`config.mk`:
```
export PLATFORM = sky130hd
export DESIGN_NAME = uart_flow_ctrl
export DESIGN_NICKNAME = d
export VERILOG_FILES = /design/src/inc/uart_flow_pkg.sv /design/src/inc/match_if.sv /design/src/rtl/flow_match.sv /design/src/rtl/uart_flow_ctrl.sv
export VERILOG_INCLUDE_DIRS = /design/src /design/src/inc
export SDC_FILE = /design/constraint.sdc
export NUM_CORES = 1
export LEC_CHECK = 0
export ABC_AREA = 1
export CAP_MARGIN = 20
export CORE_UTILIZATION = 35
export DETAILED_ROUTE_END_ITERATION = 12
export DONT_BUFFER_PORTS = 1
export PLACE_DENSITY_LB_ADDON = 0.15
export SYNTH_ARGS = -nofsm -noshare
export SYNTH_HDL_FRONTEND = slang
export SYNTH_SLANG_ARGS = --single-unit
```
`constraint.sdc`:
```
create_clock -name sys_clk -period 2.83 [get_ports sys_clk]
set_input_delay 0.1415 -clock sys_clk [delete_from_list [all_inputs] [get_ports sys_clk]]
set_output_delay 0.1415 -clock sys_clk [all_outputs]
set_load 0.05 [all_outputs]
```
`src/inc/uart_flow_params.svh`:
```
`ifndef UART_FLOW_PARAMS_SVH
`define UART_FLOW_PARAMS_SVH
`define FIFO_DEPTH 64
`define A_IER 7'h00
`define A_IIR 7'h04
`define A_FCR 7'h08
`define A_LCR 7'h0C
`define A_MCR 7'h10
`define A_LSR 7'h14
`define A_MSR 7'h18
`define A_EFR 7'h1C
`define A_TCR 7'h20
`define A_TLR 7'h24
`define A_TXLVL 7'h28
`define A_RXLVL 7'h2C
`define A_XON1 7'h30
`define A_XON2 7'h34
`define A_XOFF1 7'h38
`define A_XOFF2 7'h3C
`define A_SPR 7'h40
`define A_DLL 7'h44
`define A_DLH 7'h48
`define A_XFR 7'h4C
`define A_SRST 7'h50
`define IIR_RST 8'h01
`define IIR_MODEM 8'h00
`define IIR_XOFF 8'h10
`define LCR_RST 8'h1D
`define LSR_RST 8'h60
`define SRST_BIT 3
`define IER_MODEM 3
`define IER_XOFF 5
`define MCR_RTS 1
`define MCR_XANY 5
`define EFR_SPEC 5
`define EFR_ARTS 6
`define EFR_ACTS 7
`define TCR_STEP 4
`define RXTRIG0 8
`define RXTRIG1 16
`define RXTRIG2 56
`define RXTRIG3 60
`define RXRES0 0
`define WL_BASE 5
`endif

```
`src/inc/uart_flow_pkg.sv`:
```
package uart_flow_pkg;
	typedef enum logic [1:0] {
		FL_IDLE = 2'b00,
		FL_FIRST = 2'b01,
		FL_SECOND = 2'b10
	} flow_state_t;
endpackage

```
`src/inc/match_if.sv`:
```
`timescale 1ns/1ns
`default_nettype none
interface match_if;
	logic rx_valid;
	logic [7:0] rx_char;
	logic [1:0] rx_cmp;
	logic tx_one;
	logic spec_en;
	logic [7:0] xon1, xon2, xoff1, xoff2, wmask;
	logic xoff_hit, xon_hit, spec_hit, any_char;
	modport ctrl(output rx_valid, rx_char, rx_cmp, tx_one, spec_en,
		xon1, xon2, xoff1, xoff2, wmask,
		input xoff_hit, xon_hit, spec_hit, any_char);
	modport matcher(input rx_valid, rx_char, rx_cmp, tx_one, spec_en,
		xon1, xon2, xoff1, xoff2, wmask,
		output xoff_hit, xon_hit, spec_hit, any_char);
endinterface
`default_nettype wire

```
`src/rtl/flow_match.sv`:
```
`timescale 1ns/1ns
`default_nettype none
module flow_match (
	input wire logic sys_clk,
	input wire logic srst,
	match_if.matcher m
);
	logic [7:0] ch;
	logic one, either, both;
	logic off_pend_r, on_pend_r;
	logic off_a, off_b, on_a, on_b;

	// compare only the bits the word length carries
	assign ch = m.rx_char & m.wmask;
	assign off_a = ch == (m.xoff1 & m.wmask);
	assign off_b = ch == (m.xoff2 & m.wmask);
	assign on_a = ch == (m.xon1 & m.wmask);
	assign on_b = ch == (m.xon2 & m.wmask);
	assign either = (m.rx_cmp == 2'b11) && m.tx_one;
	assign both = (m.rx_cmp == 2'b11) && !m.tx_one;
	assign one = m.rx_cmp == 2'b10;

	always_ff @(posedge sys_clk) begin
		if (srst) begin
			off_pend_r <= 1'b0;
			on_pend_r <= 1'b0;
		end else if (m.rx_valid) begin
			off_pend_r <= both && off_a;
			on_pend_r <= both && on_a;
		end
	end

	always_ff @(posedge sys_clk) begin
		if (srst) begin
			m.xoff_hit <= 1'b0;
			m.xon_hit <= 1'b0;
			m.spec_hit <= 1'b0;
			m.any_char <= 1'b0;
		end else begin
			m.any_char <= m.rx_valid;
			m.spec_hit <= m.rx_valid && m.spec_en && off_b;
			m.xoff_hit <= m.rx_valid && ((one && off_a) ||
				(m.rx_cmp == 2'b01 && off_b) ||
				(either && (off_a || off_b)) ||
				(both && off_pend_r && off_b));
			m.xon_hit <= m.rx_valid && ((one && on_a) ||
				(m.rx_cmp == 2'b01 && on_b) ||
				(either && (on_a || on_b)) ||
				(both && on_pend_r && on_b));
		end
	end
endmodule
`default_nettype wire

```
`src/rtl/uart_flow_ctrl.sv`:
```
// The Avalon-MM slave port and the address map were left to the implementer.
`timescale 1ns/1ns
`default_nettype none
`include "uart_flow_params.svh"
module uart_flow_ctrl
	import uart_flow_pkg::*;
#(
	parameter int FIFO_DEPTH = `FIFO_DEPTH,
	parameter int LVL_W = $clog2(FIFO_DEPTH) + 1
) (
	input wire logic sys_clk,
	input wire logic rst_n,
	input wire logic [6:0] avs_address,
	input wire logic avs_read,
	input wire logic avs_write,
	input wire logic [31:0] avs_writedata,
	output logic [31:0] avs_readdata,
	output logic avs_waitrequest,
	input wire logic cts_n,
	input wire logic rx_valid,
	input wire logic [7:0] rx_char,
	input wire logic [LVL_W-1:0] rx_level,
	input wire logic [LVL_W-1:0] tx_level,
	input wire logic tx_flow_ack,
	output logic rts_n,
	output logic irq_n,
	output logic tx_permit,
	output logic tx_flow_req,
	output logic [7:0] tx_flow_char,
	output logic dp_reset,
	output logic [7:0] line_ctrl,
	output logic [15:0] divisor
);
	initial begin
		if (FIFO_DEPTH < `RXTRIG3 + 1 || LVL_W != $clog2(FIFO_DEPTH) + 1)
			$error("fifo depth or level width unusable");
	end

	logic srst, soft_rst_r, wait_r, acc, acc_rd, acc_wr;
	logic [7:0] ier_r, fcr_r, mcr_r, efr_r, tcr_r, tlr_r, xfr_r;
	logic [7:0] lcr_r, lsr_r, msr_lo_r, spr_r, dll_r, dlh_r;
	logic [7:0] xon1_r, xon2_r, xoff1_r, xoff2_r, interrupt_ident_reg, modem_status_reg, wd;
	logic [LVL_W-1:0] halt_lvl, res_lvl, tx_space;
	logic cts_s1_r, cts_s2_r, cts_s3_r, cts_q_r, cts_act;
	logic rts_halt_r, sw_halt_r, xoff_int_r, xoff_spec_r, sent_off_r;
	logic modem_pend, xoff_pend, pend, auto_rts, auto_cts;
	logic xoff_need, xon_need, iir_rd, msr_rd;
	logic [7:0] wmask, first_ch, second_ch;
	logic load_off_r;
	flow_state_t fl_r;
	match_if mi();

	// software reset shares the hardware reset path
	assign srst = !rst_n || soft_rst_r;
	assign acc = (avs_read || avs_write) && !wait_r;
	assign acc_rd = acc && avs_read;
	assign acc_wr = acc && avs_write;
	assign wd = avs_writedata[7:0];
	assign iir_rd = acc_rd && avs_address == `A_IIR;
	assign msr_rd = acc_rd && avs_address == `A_MSR;
	assign auto_rts = efr_r[`EFR_ARTS];
	assign auto_cts = efr_r[`EFR_ACTS];

	// one wait state: the answer is built while waitrequest is high
	always_ff @(posedge sys_clk) begin
		if (!rst_n)
			wait_r <= 1'b1;
		else
			wait_r <= !((avs_read || avs_write) && wait_r);
	end

	always_ff @(posedge sys_clk) begin
		if (!rst_n)
			soft_rst_r <= 1'b0;
		else
			soft_rst_r <= acc_wr && avs_address == `A_SRST &&
				wd[`SRST_BIT];
	end

	always_ff @(posedge sys_clk) begin
		if (srst) begin
			ier_r <= 8'h00;
			fcr_r <= 8'h00;
			mcr_r <= 8'h00;
			efr_r <= 8'h00;
			tcr_r <= 8'h00;
			tlr_r <= 8'h00;
			xfr_r <= 8'h00;
			lcr_r <= `LCR_RST;
		end else if (acc_wr) begin
			case (avs_address)
				`A_IER: ier_r <= wd;
				`A_FCR: fcr_r <= wd;
				`A_LCR: lcr_r <= wd;
				`A_MCR: mcr_r <= wd;
				`A_EFR: efr_r <= wd;
				`A_TCR: tcr_r <= wd;
				`A_TLR: tlr_r <= wd;
				`A_XFR: xfr_r <= wd;
				default: ;
			endcase
		end
	end

	// kept through every reset, so no reset branch
	always_ff @(posedge sys_clk) begin
		if (acc_wr) begin
			case (avs_address)
				`A_SPR: spr_r <= wd;
				`A_DLL: dll_r <= wd;
				`A_DLH: dlh_r <= wd;
				`A_XON1: xon1_r <= wd;
				`A_XON2: xon2_r <= wd;
				`A_XOFF1: xoff1_r <= wd;
				`A_XOFF2: xoff2_r <= wd;
				default: ;
			endcase
		end
	end

	// cts pin: a change counts once stages two and three agree
	always_ff @(posedge sys_clk) begin
		cts_s1_r <= cts_n;
		cts_s2_r <= cts_s1_r;
		cts_s3_r <= cts_s2_r;
	end

	// no reset: tracks the pin through reset, so no false edge after it
	always_ff @(posedge sys_clk) begin
		if (cts_s2_r == cts_s3_r)
			cts_q_r <= cts_s3_r;
	end
	assign cts_act = !cts_q_r;

	always_ff @(posedge sys_clk) begin
		if (srst)
			msr_lo_r <= 8'h00;
		else if (cts_s2_r == cts_s3_r && cts_s3_r != cts_q_r)
			msr_lo_r[0] <= 1'b1;
		else if (msr_rd)
			msr_lo_r[0] <= 1'b0;
	end
	assign modem_status_reg = {3'b000, cts_act, msr_lo_r[3:0]};

	always_ff @(posedge sys_clk) begin
		if (srst)
			lsr_r <= `LSR_RST;
		else
			lsr_r <= {1'b0, {2{tx_level == '0}}, 5'b00000};
	end

	// thresholds; zero flow threshold falls back to fifo control levels
	always_comb begin
		unique case (fcr_r[7:6])
			2'b00: begin
				halt_lvl = LVL_W'(`RXTRIG0);
				res_lvl = LVL_W'(`RXRES0);
			end
			2'b01: begin
				halt_lvl = LVL_W'(`RXTRIG1);
				res_lvl = LVL_W'(`RXTRIG0);
			end
			2'b10: begin
				halt_lvl = LVL_W'(`RXTRIG2);
				res_lvl = LVL_W'(`RXTRIG1);
			end
			2'b11: begin
				halt_lvl = LVL_W'(`RXTRIG3);
				res_lvl = LVL_W'(`RXTRIG2);
			end
		endcase
		if (tcr_r != 8'h00) begin
			halt_lvl = LVL_W'(tcr_r[3:0]) * LVL_W'(`TCR_STEP);
			res_lvl = LVL_W'(tcr_r[7:4]) * LVL_W'(`TCR_STEP);
		end
	end

	always_ff @(posedge sys_clk) begin
		if (srst)
			rts_halt_r <= 1'b0;
		else if (rx_level >= halt_lvl)
			rts_halt_r <= 1'b1;
		else if (rx_level <= res_lvl)
			rts_halt_r <= 1'b0;
	end

	always_ff @(posedge sys_clk) begin
		if (srst)
			rts_n <= 1'b1;
		else if (auto_rts)
			rts_n <= rx_level >= halt_lvl ||
				(rts_halt_r && rx_level > res_lvl);
		else
			rts_n <= !mcr_r[`MCR_RTS];
	end

	// receive-side recognition lives in the matcher
	assign wmask = 8'hFF >> (2'd3 - lcr_r[1:0]);
	assign mi.rx_valid = rx_valid;
	assign mi.rx_char = rx_char;
	assign mi.rx_cmp = efr_r[1:0];
	assign mi.tx_one = efr_r[3] ^ efr_r[2];
	assign mi.spec_en = efr_r[`EFR_SPEC];
	assign mi.xon1 = xon1_r;
	assign mi.xon2 = xon2_r;
	assign mi.xoff1 = xoff1_r;
	assign mi.xoff2 = xoff2_r;
	assign mi.wmask = wmask;

	flow_match u_match (
		.sys_clk(sys_clk),
		.srst(srst),
		.m(mi)
	);

	// halting is checked only before the next start, so the
	// character in the shifter always completes
	always_ff @(posedge sys_clk) begin
		if (srst)
			sw_halt_r <= 1'b0;
		else if (mi.xoff_hit)
			sw_halt_r <= 1'b1;
		else if (mi.xon_hit ||
			(mcr_r[`MCR_XANY] && mi.any_char && sw_halt_r))
			sw_halt_r <= 1'b0;
	end

	// set beats clear when both land in one cycle
	always_ff @(posedge sys_clk) begin
		if (srst) begin
			xoff_int_r <= 1'b0;
			xoff_spec_r <= 1'b0;
		end else if ((mi.xoff_hit || mi.spec_hit) && ier_r[`IER_XOFF]) begin
			xoff_int_r <= 1'b1;
			xoff_spec_r <= !mi.xoff_hit;
		end else if ((!xoff_spec_r && mi.xon_hit) ||
			(xoff_spec_r && iir_rd)) begin
			xoff_int_r <= 1'b0;
		end
	end

	// auto cts holds back the start of the next character; the remote
	// must drop cts by mid last stop bit for this to take effect
	always_ff @(posedge sys_clk) begin
		if (srst)
			tx_permit <= 1'b1;
		else
			tx_permit <= !(auto_cts && !cts_act) &&
				!sw_halt_r;
	end

	assign modem_pend = ier_r[`IER_MODEM] && msr_lo_r[0] &&
		!auto_cts;
	assign xoff_pend = xoff_int_r;
	assign pend = modem_pend || xoff_pend;
	always_comb begin
		interrupt_ident_reg = `IIR_RST;
		if (modem_pend)
			interrupt_ident_reg = `IIR_MODEM;
		else if (xoff_pend)
			interrupt_ident_reg = `IIR_XOFF;
	end

	always_ff @(posedge sys_clk) begin
		if (srst)
			irq_n <= 1'b1;
		else
			irq_n <= !pend;
	end

	// transmit side: one or two flow characters per event
	assign xoff_need = efr_r[3:2] != 2'b00 && !sent_off_r &&
		rx_level > halt_lvl;
	assign xon_need = sent_off_r && rx_level <= res_lvl;
	always_comb begin
		first_ch = efr_r[3] ? xoff1_r : xoff2_r;
		second_ch = xoff2_r;
		if (!load_off_r) begin
			first_ch = efr_r[3] ? xon1_r : xon2_r;
			second_ch = xon2_r;
		end
	end

	always_ff @(posedge sys_clk) begin
		if (srst) begin
			fl_r <= FL_IDLE;
			sent_off_r <= 1'b0;
			load_off_r <= 1'b0;
		end else begin
			unique case (fl_r)
				FL_IDLE: begin
					if (xoff_need || xon_need) begin
						fl_r <= FL_FIRST;
						load_off_r <= xoff_need;
						sent_off_r <= xoff_need;
					end
				end
				FL_FIRST: begin
					if (tx_flow_ack)
						fl_r <= (efr_r[3:2] == 2'b11) ?
							FL_SECOND : FL_IDLE;
				end
				FL_SECOND: begin
					if (tx_flow_ack)
						fl_r <= FL_IDLE;
				end
				default: fl_r <= FL_IDLE;
			endcase
		end
	end

	// masked char goes to the normal shifter, so framing matches data
	always_ff @(posedge sys_clk) begin
		if (srst) begin
			tx_flow_req <= 1'b0;
			tx_flow_char <= 8'h00;
		end else begin
			tx_flow_req <= (fl_r == FL_FIRST || fl_r == FL_SECOND) &&
				!tx_flow_ack;
			tx_flow_char <= ((fl_r == FL_SECOND) ? second_ch :
				first_ch) & wmask;
		end
	end

	assign tx_space = LVL_W'(FIFO_DEPTH) - tx_level;
	always_ff @(posedge sys_clk) begin
		if (!rst_n)
			avs_readdata <= 32'h0000_0000;
		else if ((avs_read || avs_write) && wait_r) begin
			avs_readdata <= 32'h0000_0000;
			case (avs_address)
				`A_IER: avs_readdata[7:0] <= ier_r;
				`A_IIR: avs_readdata[7:0] <= interrupt_ident_reg;
				`A_FCR: avs_readdata[7:0] <= fcr_r;
				`A_LCR: avs_readdata[7:0] <= lcr_r;
				`A_MCR: avs_readdata[7:0] <= mcr_r;
				`A_LSR: avs_readdata[7:0] <= lsr_r;
				`A_MSR: avs_readdata[7:0] <= modem_status_reg;
				`A_EFR: avs_readdata[7:0] <= efr_r;
				`A_TCR: avs_readdata[7:0] <= tcr_r;
				`A_TLR: avs_readdata[7:0] <= tlr_r;
				`A_TXLVL: avs_readdata[LVL_W-1:0] <= tx_space;
				`A_RXLVL: avs_readdata[LVL_W-1:0] <= rx_level;
				`A_XON1: avs_readdata[7:0] <= xon1_r;
				`A_XON2: avs_readdata[7:0] <= xon2_r;
				`A_XOFF1: avs_readdata[7:0] <= xoff1_r;
				`A_XOFF2: avs_readdata[7:0] <= xoff2_r;
				`A_SPR: avs_readdata[7:0] <= spr_r;
				`A_DLL: avs_readdata[7:0] <= dll_r;
				`A_DLH: avs_readdata[7:0] <= dlh_r;
				`A_XFR: avs_readdata[7:0] <= xfr_r;
				default: ;
			endcase
		end
	end

	assign avs_waitrequest = wait_r;
	assign line_ctrl = lcr_r;
	assign divisor = {dlh_r, dll_r};

	// datapath reset clears fifo pointers and holds tx line high
	always_ff @(posedge sys_clk) begin
		dp_reset <= srst;
	end
endmodule
`default_nettype wire

```
* After elaboration in Yosys (flattened, before gate mapping)
Index checks and enable logic that the tools add are counted.
Widths: inputs -> output; s select.
** Cells by class
- $lt $le $gt $ge :: 4
- Reductions and logical operators :: 99
- Shifts and indexed selects :: 1
- Bitwise logic cells :: 7
- $add $sub $neg :: 2
- Mux-type cells :: 27
- Eq/ne operators :: 38
** Operator list (count)
- $pmux 7 s20 :: 1
- $eq 7x6->1 const B :: 8
- $pmux 7 s4 :: 2
- $and 8x8->8 :: 6
- $logic_and 1x1->1 :: 41
- $mux 8 :: 5
- $eq 7x7->1 const B :: 5
- $eq 8x8->1 :: 4
- $reduce_and 2->1 :: 16
- $eq 7x5->1 const B :: 4
- $logic_or 1x1->1 :: 17
- $pmux 1 s17 :: 1
- $eq 7x4->1 const B :: 2
- $gt 7x7->1 :: 2
- $logic_not 1->1 :: 14
- $logic_not 7->1 :: 2
- $mux 7 :: 2
- $eq 2x2->1 const B :: 6
- $mux 5 :: 2
- $reduce_bool 2->1 :: 5
- $mux 1 :: 9
- $mux 2 :: 4
- $reduce_bool 8->1 :: 1
- $shr 8x2->8 const A :: 1
- 13 further kinds :: 18
** Storage, ports and cells
- Input bits :: 68
- Register bits :: 168

* Depth between registers and ports, before layout
- Word-level depth :: 9
- Gate-level depth with buffers :: 17

* Cells and area by module
From an unflattened synthesis, not the netlist that was laid out.
** Second synthesis, totals
- Cell total of the unflattened synthesis :: 1097
- Area, all modules :: 8257.9 µm²
** Modules (own cells, without submodules)
- uart_flow_ctrl :: instances 1, sequential area each 3693.5 µm², area an instance 7372.1 µm², cells an instance 910
- flow_match :: instances 1, sequential area each 120.1 µm², area an instance 885.8 µm², cells an instance 187

* Worst setup path after synthesis
No wires, ideal clock.
- Path type :: register to register
- Start point :: register tcr_r[4]
- End point :: register fl_r[1]
- Clock period less this slack :: 2.365 ns
- Slack :: 0.465 ns
- Arrival :: 2.250 ns
- Cell stages (with the launch flop) :: 16
- Cells stage by stage :: dfxtp_1 or4_1 nor2_1 nand2_1 inv_1 a21oi_1 ha_1 nand2_1 nor2_1 nand2_1 o211ai_1 nand2_1 nand2_1 nand3_1 a21oi_1 nor2_1
** Between the ends
- Longest elaborated chain between the ends :: 7
- Elaborated cells on any way between the ends :: 10
** Ends and longest elaborated chain
- start: declaration :: line uart_flow_ctrl.sv:40 : logic [7:0] ier_r, fcr_r, mcr_r, efr_r, tcr_r, tlr_r, xfr_r;
- start signal: assignment :: line uart_flow_ctrl.sv:97 : `A_TCR: tcr_r <= wd;
- $reduce_bool 8->1 :: line uart_flow_ctrl.sv:172 : if (tcr_r != 8'h00) begin
- $mux 7 :: line uart_flow_ctrl.sv:172
- $gt 7x7->1 or $le 7x7->1 (tied branches) :: line uart_flow_ctrl.sv:273, uart_flow_ctrl.sv:274
- $logic_and 1x1->1 (on tied branches) :: line uart_flow_ctrl.sv:272, uart_flow_ctrl.sv:274
- $logic_or 1x1->1 * :: line uart_flow_ctrl.sv:292 : if (xoff_need || xon_need) begin
- $ne 2x2->1 (no source line) *
- $reduce_and 3->1 (no source line) *
- end signal: assignment :: line uart_flow_ctrl.sv:300 : fl_r <= (efr_r[3:2] == 2'b11) ?
- end: declaration :: line uart_flow_ctrl.sv:50 : flow_state_t fl_r;
Every way passes the cells marked *; elsewhere a longest branch is shown, timed or not.
A chain may end at the register's enable or synchronous reset.

* Worst setup path in the final report
Same ends and word-level chain as after synthesis.

==> impl_metrics.ini <==
[yosys]
ys.warnings.count = 0
synth_enable_flop_cells = 57
prevailing_post_synth_register_cell = sky130_fd_sc_hd__dfxtp_1
synth_top_cell_area_share = 0.263
summed_instance_area_of_the_synthesized_netlist_um2 = 8010
per_instance_average_area_after_synthesis_um2 = 8.09
ys_ff_latch = 162
synthTopCellsByCount = 214 x sky130_fd_sc_hd__nand2_1, 105 x sky130_fd_sc_hd__dfxtp_1, 102 x sky130_fd_sc_hd__a21oi_1
synthTopCellsByArea = sky130_fd_sc_hd__dfxtp_1 26%, sky130_fd_sc_hd__edfxtp_1 21%, sky130_fd_sc_hd__nand2_1 10%, sky130_fd_sc_hd__a21oi_1 6.4%, sky130_fd_sc_hd__o21ai_0 4.6%
yosysSeqAreaShare = 0.476
yosysMostFrequentCell = sky130_fd_sc_hd__nand2_1
synth_cells = 989
synth_top_cell_by_area = sky130_fd_sc_hd__dfxtp_1
synth_async_sr_flop_share = 0
synthDistinctLibCells = 41

[setup_path]
critical_path.endpoint_type = register
critical_path.slowest_cell = sky130_fd_sc_hd__or4_1
worst-path-max-fanout = 5
critical_path.most_common_cell = sky130_fd_sc_hd__nand2_1
crit_family = simple AND/OR/NAND/NOR gates
critical_path.startpoint = tcr_r[4]
timing.critical_path.buf_inv = 1
slowest_delay_ns = 0.55
cp_data_required_time_ns = 3.15
rr_startpoint = tcr_r[4]
timing.critical_path.cells = or4_1 -> nor2_2 -> nand2_1 -> inv_1 -> a21oi_1 -> ha_1 -> nand2_1 -> nor2_1 -> nand2_1 -> o211ai_1 -> nand2_1 -> nand2_1 -> nand3_1 -> a21oi_1 -> nor2_1
element_type_at_the_critical_path_start = register
cp.arrival_ns = 2.88
critPathKind = reg2reg

[final_layout]
antenna_cells = 0
nFillCells = 2281
num-nets-final = 1095
areaGrowthSynthToFinish_pct = 12.6
finish.cell_count_without_fillers = 1306
final_layout_size_suffix_gt1_frac = 0.0955

[detailed_routing]
detailroute.via_count = 6819
detailedRoute.firstPassIterationCount = 5
via_count_normalized_by_instance_count = 5.22
postRouteWirelength_mm = 26.7
routed_wire_length_per_instance_um = 20.5
detail_route.iter0.violations = 678
detail_route.drc_violations = 0
detail-route-antenna-nets = 0

[clock_tree]
clock_tree.buffer_depth = 2
cts.htree.levels = 4
cts.reportedPaths.clkPinSlew_ns = 0.07
tritoncts_clock_tree = built
source_to_sink_clock_delay_at_the_later_pin_of_the_worst_skew_pair_ns = 0.43
clock-sinks = 162
clock-root-buffer = sky130_fd_sc_hd__clkbuf_16
postCtsSetupBuffers = 0
tritoncts.num_buffers = 17

[timing]
timing.final.crit_share = 0.905
drv_slew = 0
min_period_ns = 2.56
finalHoldViolations = 0
fmax_mhz = 391
timing_worst_slew_pin_value_ns = 0.673
setup_viol_count_final = 0
setup-tns-final_ns = 0
skew_ns = 0.0138
slew_headroom = 0.551

[die]
floorplan.initialDensity = 0.362
design.portCount = 138
design.die.area_um2 = 23500
fp.dieW_um = 153
dieHeight_um = 153
row_count = 54
core_region_area_um2 = 22100

[flow_run]
max_cap_viol = 0

[grt]
grt_use_met3 = 0.0624
first_pass_grt_wire_length_mm = 40.3
grt_use_met2 = 0.349
grt_remaining_overflow = 0
globalRoute.busiestLayer = met2
global_route.usage.total = 0.233
grt_pass1_vias = 6390
grt_start_max_net_pins = 68
use_met1 = 0.329
antenna_found_initial = 0

[pwr]
worst_ir_drop_vdd_v = 0.000278
switching_share = 0.280
pwr-share-comb = 0.071
p_switching_mw = 1.44
power_per_cell_area_nw_per_um2 = 571
share_seq_of_total_power = 0.483
static_leakage_nw = 3.56
clock_network_power_share = 0.446
cell_internal_pwr_mw = 3.71

[place]
place_inst = 1256
dp_hpwl_mm = 19.8
place_congestion = 0.895
placement.io_buffers = 0

[min_path]
worst_hold_startpoint = avs_writedata[0]
worst_hold_path_type = in2reg

[outcome]
run_status = completed
cells by family (layout without fill, tap and decap cells):
kind of cell	count (synthesis)	after routing	share of synthesized area
AND/OR/NAND/NOR	439	439	0.250
AO/OA/AOI/OAI	214	214	0.145
flip-flops	162	162	0.476
buffers and inverters	134	148	0.0786
XOR/XNOR	25	25	0.0274
adder cells (fa/ha/maj)	14	14	0.0219
other	1	24	0.000468
worst paths after layout:
| kind | slack [ns] | to | depth (start not counted) |
|---|---|---|---|
| max | 0.27 | fl_r[1] | 15 |
| min | 0.04 | tcr_r[0] | 2 |
| max reg2reg | 0.27 | fl_r[1] | 15 |
| min reg2reg | 0.33 | cts_s2_r | 0 |
what timing repair did:
action | 4_1_cts | 5_1_grt
hold buffers | 18 | 0
resized for setup | 0 | 1
endpoints found under the hold margin | 76 | 0
setup endpoints to repair | 0 | 1
cell usage in the layout (no fill, tap or decap), types with 7 or more instances in the layout:
cell type,n
sky130_fd_sc_hd__xor2_1,13
sky130_fd_sc_hd__a21oi_1,102
sky130_fd_sc_hd__buf_4,15
sky130_fd_sc_hd__nor2_1,89
sky130_fd_sc_hd__nor2_4,15
sky130_fd_sc_hd__o21ai_0,73
sky130_fd_sc_hd__xnor2_1,12
sky130_fd_sc_hd__edfxtp_1,57
sky130_fd_sc_hd__nand4_1,10
sky130_fd_sc_hd__nor2_2,7
sky130_fd_sc_hd__dfxtp_1,105
sky130_fd_sc_hd__inv_1,69
sky130_fd_sc_hd__o21ai_1,12
sky130_fd_sc_hd__nor3_1,10
sky130_fd_sc_hd__inv_2,13
sky130_fd_sc_hd__clkbuf_16,17
sky130_fd_sc_hd__nand3_1,72
sky130_fd_sc_hd__nand2_1,214
sky130_fd_sc_hd__conb_1,24
sky130_fd_sc_hd__ha_1,14
sky130_fd_sc_hd__dlygate4sd3_1,18
stage by stage:
stage	hold WS (ns)	cell area [um^2]	total power, mW	utilization	setup slack (ns)
finish	0.0428	9010	5.15	0.408	0.270
CTS	0.0221	9010	5.19	0.408	0.183
global placement	0.169	8240	2.87	0.373	0.260
detailed placement	0.169	8240	2.87	0.373	0.203
floorplan	0.169	8090	2.82	-	0.465
global route	0.0353	9010	5.32	0.408	-0.0134
cell type report:
| class | instances | area, um^2 | share of cell area |
|---|---|---|---|
| clock inverters | 15 | 163 | 0.0180 |
| clock buffers | 17 | 425 | 0.0472 |
| inverters | 83 | 312 | 0.0346 |
| multi-input cells | 716 | 3660 | 0.406 |
| flip-flops and latches | 162 | 3810 | 0.423 |
| well taps | 280 | 350 | 0.0389 |
| repair buffers | 33 | 293 | 0.0325 |
layer usage:
metal / vias to the layer above / share of wire
li1: 3341 / -
met1: 3150 / 0.46
met2: 297 / 0.44
met3: 31 / 0.091
met4: 0 / 0.016
met5: - / 0
power by group through the flow:
stage	Clock (mW)	Sequential, mW	Combinational, mW
3_5_place_dp	0	2.54	0.329
6_report	2.30	2.49	0.367
3_3_place_gp	0	2.54	0.328
2_1_floorplan	0	2.53	0.290
4_1_cts	2.34	2.49	0.366
5_1_grt	2.43	2.49	0.399
worst register-to-register path, cell delays in order, from the launching register on:
cell	delay (ns)
sky130_fd_sc_hd__dfxtp_1	0.34
sky130_fd_sc_hd__or4_1	0.55
sky130_fd_sc_hd__nor2_2	0.18
sky130_fd_sc_hd__nand2_1	0.12
sky130_fd_sc_hd__inv_1	0.10
sky130_fd_sc_hd__a21oi_1	0.07
sky130_fd_sc_hd__ha_1	0.30
sky130_fd_sc_hd__nand2_1	0.07
sky130_fd_sc_hd__nor2_1	0.09
sky130_fd_sc_hd__nand2_1	0.06
sky130_fd_sc_hd__o211ai_1	0.10
sky130_fd_sc_hd__nand2_1	0.11
sky130_fd_sc_hd__nand2_1	0.07
sky130_fd_sc_hd__nand3_1	0.10
sky130_fd_sc_hd__a21oi_1	0.14
sky130_fd_sc_hd__nor2_1	0.05
Power figures use the tool's default switching activity.
